## src/tsc_map.svh

```systemverilog
// register map, field positions and frame counts of the serial config port
`ifndef TSC_MAP_SVH
`define TSC_MAP_SVH
`define TSC_ADDR_RXTX0 5'h00
`define TSC_ADDR_RXTX1 5'h01
`define TSC_ADDR_FREQ0 5'h02
`define TSC_ADDR_FREQ1 5'h03
`define TSC_ADDR_FREQ2 5'h04
`define TSC_ADDR_STATUS 5'h05
`define TSC_ADDR_EXTRA0 5'h06
`define TSC_ADDR_EXTRA1 5'h07
`define TSC_ADDR_PAT0 5'h08
`define TSC_ADDR_PAT1 5'h09
`define TSC_ADDR_PAT2 5'h0A
`define TSC_ADDR_PAT3 5'h0B
`define TSC_ADDR_TEST 5'h10
`define TSC_NUM_BYTES 12
`define TSC_RESET_BYTE 8'h00
`define TSC_RXTX0_BSYNC 6
`define TSC_RXTX1_PREF 5
`define TSC_RXTX1_STAIR 3
`define TSC_RXTX1_CLKOUT 0
`define TSC_EXTRA0_MATCH 7
`define TSC_EXTRA0_LEN_HI 6
`define TSC_EXTRA0_LEN_LO 5
`define TSC_EXTRA0_TOL_HI 4
`define TSC_EXTRA0_TOL_LO 3
`define TSC_EXTRA0_DIV_HI 2
`define TSC_EXTRA0_DIV_LO 1
`define TSC_MODE_SLEEP 3'h0
`define TSC_ADDR_LAST 3'h4
`define TSC_DATA_LAST 3'h7
`define TSC_STOP_LAST 3'h1
`define TSC_DIV_HALF_MAX 5'h10
`define TSC_PAT_BITS 32
`endif

```

## src/tsc_pkg.sv

```systemverilog
// types shared by the serial config port and its helpers
`include "tsc_map.svh"
package tsc_pkg;
    typedef logic [7:0] tsc_byte_type;
    typedef enum logic [2:0] {
        TSC_IDLE = 3'b000,
        TSC_DIR = 3'b001,
        TSC_ADDR = 3'b010,
        TSC_DATA = 3'b011,
        TSC_STOP = 3'b100,
        TSC_READ = 3'b101
    } tsc_state_type;
    typedef struct packed {
        logic sck_q;
        logic en_n_q;
        tsc_state_type state;
        logic [2:0] cnt;
        logic rw;
        logic [4:0] addr;
        logic [7:0] data;
        logic so;
        logic [`TSC_NUM_BYTES-1:0][7:0] shadow;
        logic [`TSC_NUM_BYTES-1:0][7:0] active;
    } tsc_port_state_type;
    typedef struct packed {
        logic [`TSC_PAT_BITS-1:0] hist;
        logic [5:0] fill;
        logic match;
    } tsc_match_state_type;
    typedef struct packed {
        logic ref_q;
        logic [4:0] cnt;
        logic out;
    } tsc_div_state_type;
endpackage

```

## src/tsc_pattern_match.sv

```systemverilog
// received-bit pattern matcher with programmable length and tolerance
`timescale 1ns/100ps
`include "tsc_map.svh"
module tsc_pattern_match #(
    parameter int W = `TSC_PAT_BITS
) (
    input wire logic clock, // system clock
    input wire logic rst, // synchronous reset
    input wire logic enable, // match on and bit sync on
    input wire logic bit_in, // recovered nrz bit
    input wire logic bit_valid, // one-cycle strobe per bit
    input wire logic [W-1:0] pattern, // first-sent bit at msb
    input wire logic [1:0] length_sel, // 8,16,24,32 bits
    input wire logic [1:0] tolerance, // 0..3 bit errors
    output logic match // high while match holds
);
    import tsc_pkg::*;
    tsc_match_state_type st_q, st_d;
    logic [5:0] len;
    logic [W-1:0] mask, ref_bits, diff;
    logic [5:0] errs;
    logic over_tol;

    // compare the newest len bits against the first len pattern bits
    always_comb begin
        st_d = st_q;
        len = {1'b0, length_sel, 3'b000} + 6'h08;
        mask = ~({W{1'b1}} << len);
        ref_bits = pattern >> (6'h20 - len);
        diff = (st_q.hist ^ ref_bits) & mask;
        errs = 6'h00;
        for (int i = 0; i < W; i++) begin
            errs = errs + {5'h00, diff[i]};
        end
        over_tol = errs > {4'h0, tolerance};
        if (!enable) begin
            st_d.hist = '0;
            st_d.fill = 6'h00;
            st_d.match = 1'b0;
        end else begin
            if (bit_valid) begin
                st_d.hist = {st_q.hist[W-2:0], bit_in};
                if (st_q.fill != 6'h20) begin
                    st_d.fill = st_q.fill + 6'h01;
                end
            end
            st_d.match = (st_q.fill >= len) && !over_tol;
        end
    end

    always_ff @(posedge clock) begin
        if (rst) begin
            st_q <= '0;
        end else begin
            st_q <= st_d;
        end
    end

    assign match = st_q.match;
endmodule

```

## src/tsc_clock_divider.sv

```systemverilog
// divider of the reference clock for the clock output pin
`timescale 1ns/100ps
`include "tsc_map.svh"
module tsc_clock_divider (
    input wire logic clock, // system clock
    input wire logic rst, // synchronous reset
    input wire logic ref_clk, // reference clock level, sampled
    input wire logic enable, // output on and not asleep
    input wire logic [1:0] div_sel, // 00:/32 01:/16 10:/8 11:/4
    output logic clk_out // divided clock
);
    import tsc_pkg::*;
    tsc_div_state_type st_q, st_d;
    logic [4:0] half;
    logic ref_rise;

    // toggle every half ratio of reference rising edges
    always_comb begin
        st_d = st_q;
        st_d.ref_q = ref_clk;
        ref_rise = ref_clk && !st_q.ref_q;
        half = `TSC_DIV_HALF_MAX >> div_sel;
        if (!enable) begin
            st_d.cnt = 5'h00;
            st_d.out = 1'b0;
        end else if (ref_rise) begin
            if (st_q.cnt == half - 5'h01) begin
                st_d.cnt = 5'h00;
                st_d.out = ~st_q.out;
            end else begin
                st_d.cnt = st_q.cnt + 5'h01;
            end
        end
    end

    always_ff @(posedge clock) begin
        if (rst) begin
            st_q <= '0;
        end else begin
            st_q <= st_d;
        end
    end

    assign clk_out = st_q.out;
endmodule

```

## src/tsc_serial_port.sv

```systemverilog
// three-wire serial configuration port with shadow and active bytes
//
// Behaviour
// - in a write, serial input shifts in on each falling serial clock
// - read bits appear from a rising edge; host samples next fall
// - writes land in shadow bytes; active bytes load at enable rise
// - frame starts with serial input low over one serial clock
// - write: start, direction 0, 5 address bits msb first, 8 data, 2 stops
// - transfer ends after second stop; idle ones are not frame content
// - several writes accepted within one low enable period
// - read: start, direction 1, 5 address bits, then byte shifted out
// - serial output is zero except while read data goes out
// - bytes 00-01 rx/tx, 02-04 frequency, 05 status, 06-07 extra, 08-0B pattern
// - pattern compare needs match enable and bit sync on
// - match output high when errors within tolerance, else low
// - match output low while pattern matching is off
// - clock output is reference divided by 4, 8, 16 or 32
// - clock output stops while mode is sleep 000
// - staircase bit picks 10 or 20 percent edge time, only with prefilter on
// - byte 00 holds sensitivity, bit sync, strength, freq error, bw, power
// - byte 01 holds source, wakeup, prefilter, method, ratio, inhibit, range, clock
// - divider code 00 /32, 01 /16, 10 /8, 11 /4
// - own 2-bit tolerance field, codes 0 to 3 errors
// - length code 00 8, 01 16, 10 24, 11 32 bits
`timescale 1ns/100ps
`include "tsc_map.svh"
module tsc_serial_port (
    input wire logic clock, // system clock, 100 MHz
    input wire logic rst, // synchronous reset, active high
    input wire logic sck, // serial clock from host
    input wire logic si, // serial data in
    input wire logic en_n, // frame enable, active low
    output logic so, // serial data out
    input wire logic [2:0] mode, // operating mode, 000 is sleep
    input wire tsc_pkg::tsc_byte_type status, // live transceiver status
    input wire logic ref_clk, // reference clock level
    input wire logic rx_bit, // recovered receive bit
    input wire logic rx_bit_valid, // strobe per received bit
    output logic [15:0] rx_tx_config, // active bytes 00 (msb), 01
    output logic [23:0] frequency_config, // active bytes 02 (msb)..04
    output logic [15:0] extra_config, // active bytes 06 (msb), 07
    output logic edge_ratio_select, // 1: 20 percent edges
    output logic clk_out, // divided reference clock
    output logic pattern_match // pattern detected
);
    import tsc_pkg::*;

    tsc_port_state_type st_q, st_d;
    // pin samples reset to the idle-high levels so no false edge follows
    localparam tsc_port_state_type PORT_RESET =
        {2'b11, {($bits(tsc_port_state_type) - 2){1'b0}}};
    logic sck_fall;
    logic sck_rise;
    logic en_rise;
    logic wr_ok;
    logic [4:0] next_addr;
    logic [31:0] pattern_bits;
    logic [7:0] rx_tx_b0, rx_tx_b1, extra_b0;
    logic match_on;
    logic clk_on;
    logic [7:0] shadow_at_addr;
    logic read_msb;

    // byte returned for a read address
    function automatic logic [7:0] read_value(
        input logic [4:0] a,
        input logic [7:0] stat,
        input logic [`TSC_NUM_BYTES-1:0][7:0] regs
    );
        logic [7:0] v;
        v = 8'h00;
        // status byte shows live state, other mapped bytes the shadow copy
        if (a == `TSC_ADDR_STATUS) begin
            v = stat;
        end else if (a <= `TSC_ADDR_PAT3) begin
            v = regs[a[3:0]];
        end
        // test and unmapped bytes read as zero
        return v;
    endfunction

    // edges of the host pins, taken as synchronous inputs
    assign sck_fall = st_q.sck_q && !sck;
    assign sck_rise = !st_q.sck_q && sck;
    assign en_rise = !st_q.en_n_q && en_n;

    // only mapped writable bytes take writes; status is read only
    assign wr_ok = (st_q.addr <= `TSC_ADDR_PAT3) &&
        (st_q.addr != `TSC_ADDR_STATUS);
    assign next_addr = {st_q.addr[3:0], si};

    // frame decoder and register bank
    always_comb begin
        st_d = st_q;
        st_d.sck_q = sck;
        st_d.en_n_q = en_n;
        // commit shadow to active only on enable rise
        if (en_rise) begin
            st_d.active = st_q.shadow;
        end
        // enable high aborts any frame, nothing is stored
        if (en_n) begin
            st_d.state = TSC_IDLE;
            st_d.cnt = 3'h0;
            st_d.so = 1'b0;
        end else begin
            case (st_q.state)
                TSC_IDLE: begin
                    // low on a falling edge is the start bit
                    if (sck_fall && !si) begin
                        st_d.state = TSC_DIR;
                    end
                end
                TSC_DIR: begin
                    if (sck_fall) begin
                        st_d.rw = si;
                        st_d.cnt = 3'h0;
                        st_d.state = TSC_ADDR;
                    end
                end
                TSC_ADDR: begin
                    // address shifts in msb first on falls
                    if (sck_fall) begin
                        st_d.addr = next_addr;
                        if (st_q.cnt == `TSC_ADDR_LAST) begin
                            st_d.cnt = 3'h0;
                            if (st_q.rw) begin
                                st_d.data = read_value(next_addr,
                                    status, st_q.shadow);
                                st_d.state = TSC_READ;
                            end else begin
                                st_d.state = TSC_DATA;
                            end
                        end else begin
                            st_d.cnt = st_q.cnt + 3'h1;
                        end
                    end
                end
                TSC_DATA: begin
                    if (sck_fall) begin
                        st_d.data = {st_q.data[6:0], si};
                        if (st_q.cnt == `TSC_DATA_LAST) begin
                            st_d.cnt = 3'h0;
                            st_d.state = TSC_STOP;
                        end else begin
                            st_d.cnt = st_q.cnt + 3'h1;
                        end
                    end
                end
                TSC_STOP: begin
                    // a zero stop bit breaks the frame and drops it
                    if (sck_fall) begin
                        if (!si) begin
                            st_d.state = TSC_IDLE;
                        end else if (st_q.cnt == `TSC_STOP_LAST) begin
                            // store and wait for the next start
                            if (wr_ok) begin
                                st_d.shadow[st_q.addr[3:0]] = st_q.data;
                            end
                            st_d.state = TSC_IDLE;
                        end else begin
                            st_d.cnt = st_q.cnt + 3'h1;
                        end
                    end
                end
                TSC_READ: begin
                    // drive on rise, advance after the host samples
                    if (sck_rise) begin
                        st_d.so = st_q.data[7];
                    end else if (sck_fall) begin
                        st_d.data = {st_q.data[6:0], 1'b0};
                        if (st_q.cnt == `TSC_DATA_LAST) begin
                            // back to zero after the last bit
                            st_d.so = 1'b0;
                            st_d.cnt = 3'h0;
                            st_d.state = TSC_IDLE;
                        end else begin
                            st_d.cnt = st_q.cnt + 3'h1;
                        end
                    end
                end
                default: begin
                    st_d.state = TSC_IDLE;
                    st_d.so = 1'b0;
                end
            endcase
        end
    end

    // one register for the whole port state
    always_ff @(posedge clock) begin
        if (rst) begin
            st_q <= PORT_RESET;
        end else begin
            st_q <= st_d;
        end
    end

    assign rx_tx_b0 = st_q.active[`TSC_ADDR_RXTX0];
    assign rx_tx_b1 = st_q.active[`TSC_ADDR_RXTX1];
    assign extra_b0 = st_q.active[`TSC_ADDR_EXTRA0];
    assign rx_tx_config = {rx_tx_b0, rx_tx_b1};
    assign frequency_config = {st_q.active[`TSC_ADDR_FREQ0],
        st_q.active[`TSC_ADDR_FREQ1], st_q.active[`TSC_ADDR_FREQ2]};
    assign extra_config = {extra_b0, st_q.active[`TSC_ADDR_EXTRA1]};
    assign pattern_bits = {st_q.active[`TSC_ADDR_PAT0],
        st_q.active[`TSC_ADDR_PAT1], st_q.active[`TSC_ADDR_PAT2],
        st_q.active[`TSC_ADDR_PAT3]};
    assign so = st_q.so;

    // ratio only matters with prefilter on; 0 means 10 percent
    assign edge_ratio_select = rx_tx_b1[`TSC_RXTX1_PREF] &&
        rx_tx_b1[`TSC_RXTX1_STAIR];

    // matcher runs only with bit sync on as well
    assign match_on = extra_b0[`TSC_EXTRA0_MATCH] &&
        rx_tx_b0[`TSC_RXTX0_BSYNC];

    // sleep stops the clock output regardless of its enable
    assign clk_on = rx_tx_b1[`TSC_RXTX1_CLKOUT] &&
        (mode != `TSC_MODE_SLEEP);

    tsc_pattern_match #(
        .W(`TSC_PAT_BITS)
    ) u_match (
        .clock(clock),
        .rst(rst),
        .enable(match_on),
        .bit_in(rx_bit),
        .bit_valid(rx_bit_valid),
        .pattern(pattern_bits),
        .length_sel(extra_b0[`TSC_EXTRA0_LEN_HI:`TSC_EXTRA0_LEN_LO]),
        .tolerance(extra_b0[`TSC_EXTRA0_TOL_HI:`TSC_EXTRA0_TOL_LO]),
        .match(pattern_match)
    );

    tsc_clock_divider u_div (
        .clock(clock),
        .rst(rst),
        .ref_clk(ref_clk),
        .enable(clk_on),
        .div_sel(extra_b0[`TSC_EXTRA0_DIV_HI:`TSC_EXTRA0_DIV_LO]),
        .clk_out(clk_out)
    );

    // helpers read only by the checks below
    assign shadow_at_addr = st_q.shadow[st_q.addr[3:0]];
    assign read_msb = st_q.data[7];
endmodule

```

## config.mk

```make
export PLATFORM = sky130hd
export DESIGN_NAME = tsc_serial_port
export DESIGN_NICKNAME = d
export VERILOG_FILES = /design/src/tsc_pkg.sv /design/src/tsc_pattern_match.sv /design/src/tsc_clock_divider.sv /design/src/tsc_serial_port.sv
export VERILOG_INCLUDE_DIRS = /design/src
export SDC_FILE = /design/constraint.sdc
export NUM_CORES = 1
export LEC_CHECK = 0
export ABC_AREA = 1
export BUFFER_PORTS_ARGS = -buffer_cell sky130_fd_sc_hd__buf_2
export CAP_MARGIN = 20
export CORE_MARGIN = 2
export CORE_UTILIZATION = 50
export CTS_CLUSTER_SIZE = 28
export DETAILED_ROUTE_END_ITERATION = 12
export PLACE_DENSITY = 0.68
export SETUP_SLACK_MARGIN = 0.05
export SKIP_CTS_REPAIR_TIMING = 1
export SYNTH_ARGS = -nofsm -noshare
export SYNTH_HDL_FRONTEND = slang
export SYNTH_SLANG_ARGS = --single-unit
```

## constraint.sdc

```tcl
create_clock -name clock -period 18.99 [get_ports clock]
set_input_delay 1.899 -clock clock [delete_from_list [all_inputs] [get_ports clock]]
set_output_delay 1.899 -clock clock [all_outputs]
set_load 0.02 [all_outputs]
```

==> out/metrics.yaml <==
power_density_nw_per_um2: 97.0
cp_max_fo: 27
synth.distinct_cells: 40
finalNonFillerCells: 2150
rr_endpoint: "u_match.match"
drc_errors: 0
fin_skew_ns: 0.0288
cellInternalPower_mw: 1.00
initial_utilization: 0.504
p_clk_frac: 0.459
seqCellArea_sq_um: 5060
setup_tns_ns: 0
avgRoutedWirePerCell_um: 16.4
post-synth-top-count-cell: "nand2_1"
wirelength_um: 35300
core_sq_um: 25800
cts.sinks: 253
r2r_setup_slack_ns: 10.58
clockBufferDepth: 3
vias: 11600
combPwrFrac: 0.136
min_from: "st_q[142]"
netlist_instances: 1827
dpl.hpwl_um: 24500
synth-seq-cells: 253
synth_edf_count: 0
fmax_ghz: 0.119
finish.net_count: 1866
setup_viol: 0
drt-initial-drc-count: 1067
ios: 79
diodes: 0
critPathLaunch: "extra_b0[5]"
outcome: "finished clean"
cts_tree: "built"
avgViaCountPerCell: 5.41
cts.clk_slew.worst_paths_ns: 0.06
timing.rr.start: "extra_b0[5]"
irDropWorstVdd_uv: 84.9
drive_above_1_share: 0.0986
htree_levels: 1
fp-row-count: 59
yosys_warnings: 0
seq_power_share: 0.405
overflow: 0
dr.pass1.iters: 5
grt_pass1_vias: 10500
hold_class: "register to register"
crit_type: "register to register"
fin_crit_sh: 0.443
endpoint_kind: "register"
synthTopCellsByArea: "dfxtp_1 (39%), nand2_1 (10%), o21ai_0 (7.6%)"
insertion_delay_ns: 0.56
dieHeight_um: 165
hold_viol: 0
dp.cells: 2098
fin_crit_ns: 8.41
holdPathEnd: "st_q[142]"
worst_ep_required_time_ns: 19.47
rsz0062_at_grt: "false"
fill_cells: 2526
worstRegToRegCells: 26
drv_cap: 0
cp.arrival_ns: 8.89
syn_area_per_cell_sq_um: 7.13
synth_area_sq_um: 13000
antenna_found_initial: 1
finalMaxSlewViolations: 0
start_kind: "register"
multi_input_area_sq_um: 6340
p_leak_nw: 6.16
syn_nets: 1899
grt_max_degree: 123
max_slew_margin: 0.302
yosys.area.top_type: "dfxtp_1"
min_path_cells: 2
area_growth_pct: 8.41
die_area_sq_um: 27300
fp.dieW_um: 165
grt_usage: 0.257
cts-root-buf: "clkbuf_16"
final_antenna_net_count: 0
grt_pass1_wl_um: 56000
io_buffers: 78
gp_congestion: 0.898
synth-main-ff-cell: "dfxtp_1"
sw_frac_of_total: 0.268
async_reset_ff_frac: 0
yosys.area.top_type_share: 0.389
cts_buffers: 28
switchingPower_uw: 367
worst_pin_slew_ns: 1.05
yosys-top-cells-count: "nand2_1 (351), dfxtp_1 (253), inv_1 (200)"
seq_area_frac_synth: 0.389
[metrics by stage]
step	hold WS, ns	worst slack (ns)	utilization	power [mW]	area [sq um]
after floorplan	0.403	11.92	-	0.711	13000
after global placement	0.410	10.70	0.504	0.746	13000
after detailed placement	0.412	10.56	0.504	0.751	13000
after CTS	0.423	10.55	0.546	1.38	14100
after global routing	0.444	10.04	0.546	1.43	14100
final	0.421	10.58	0.546	1.37	14100
[power groups by stage]
stage / sequential (mW) / clock (mW) / combinational, mW
6_report: 0.555 / 0.628 / 0.186
5_1_grt: 0.556 / 0.658 / 0.215
4_1_cts: 0.554 / 0.636 / 0.187
3_5_place_dp: 0.566 / 0 / 0.185
3_3_place_gp: 0.566 / 0 / 0.180
2_1_floorplan: 0.560 / 0 / 0.151
[layout make-up]
type                       count  share of cell area
tap                          335              0.0297
inverter                     203              0.0540
sequential                   253               0.359
clock inverter                18              0.0226
clock buffer                  33              0.0538
timing repair buffer          86              0.0319
multi-input combinational   1222               0.449
[critical path: stages, from the launching register on]
cell,delay [ns]
dfxtp_1,0.88
inv_1,0.34
ha_1,0.39
inv_1,0.05
nand2_1,0.38
nand2_1,0.22
nand2_1,0.50
a21oi_1,0.17
o21ai_0,0.17
a21oi_1,0.06
ha_1,0.27
inv_1,0.05
fa_1,0.51
fa_1,0.52
fa_1,0.52
fa_1,0.51
fa_1,0.53
fa_1,0.52
fa_1,0.47
fa_1,0.49
inv_1,0.05
ha_1,0.29
inv_1,0.06
nor2_1,0.03
o21ai_0,0.16
nand3_1,0.09
nor2_1,0.09
[per-layer routing]
layer | wire (um) | GRT usage
met4 | 876 | 0.0741
met1 | 16200 | 0.362
met5 | 13 | 0
met3 | 2450 | 0.0405
met2 | 15800 | 0.410
[logic make-up after synthesis]
group                    share of synthesized area
AND/OR/NAND/NOR                              0.244
AO/OA/AOI/OAI                                0.166
buffers and inverters                        0.125
flip-flops                                   0.389
adder cells (fa/ha/maj)                     0.0648
multiplexers                               0.00932
XOR/XNOR                                   0.00269
[cells in the final DEF, fill, tap and decap left out, types with 3 or more instances in the layout]
cell | netlist | layout
nand2_1 | 351 | 351
dfxtp_1 | 253 | 253
inv_1 | 200 | 199
o21ai_0 | 198 | 198
a21oi_1 | 187 | 187
nor2_1 | 168 | 167
nand3_1 | 164 | 164
buf_2 | 15 | 78
ha_1 | 29 | 29
clkbuf_16 | 0 | 28
fa_1 | 24 | 24
nor2_2 | 13 | 13
nor3_1 | 13 | 13
nand2_4 | 11 | 11
mux2_2 | 9 | 9
o221ai_1 | 8 | 8
nand4_1 | 8 | 8
bufinv_16 | 0 | 8
buf_4 | 59 | 8
o22ai_1 | 7 | 7
a21boi_0 | 5 | 5
clkbuf_8 | 0 | 4
clkinvlp_4 | 0 | 4
o211ai_1 | 3 | 3
a21o_1 | 3 | 3
or2_2 | 3 | 3
inv_2 | 2 | 3
xor2_1 | 3 | 3
clkinv_2 | 0 | 3
[flip-flops by register name (all words and copies together) (netlist names), 4 cells and up]
signal / flops
st_q: 113
u_match.st_q: 38
pattern_bits: 32
frequency_config: 24
extra_b0: 8
extra_config: 8
rx_tx_b0: 8
rx_tx_b1: 8
u_div.st_q: 6
next_addr: 4
[how the worst max path moves through the flow]
stage | end | slack (ns)
6_report | u_match.match | 10.58
5_1_grt | u_match.match | 10.04
4_1_cts | u_match.match | 10.55
3_5_place_dp | u_match.match | 10.56
3_3_place_gp | u_match.match | 10.70
2_1_floorplan | u_match.match | 11.92
Power figures use the tool's default switching activity.
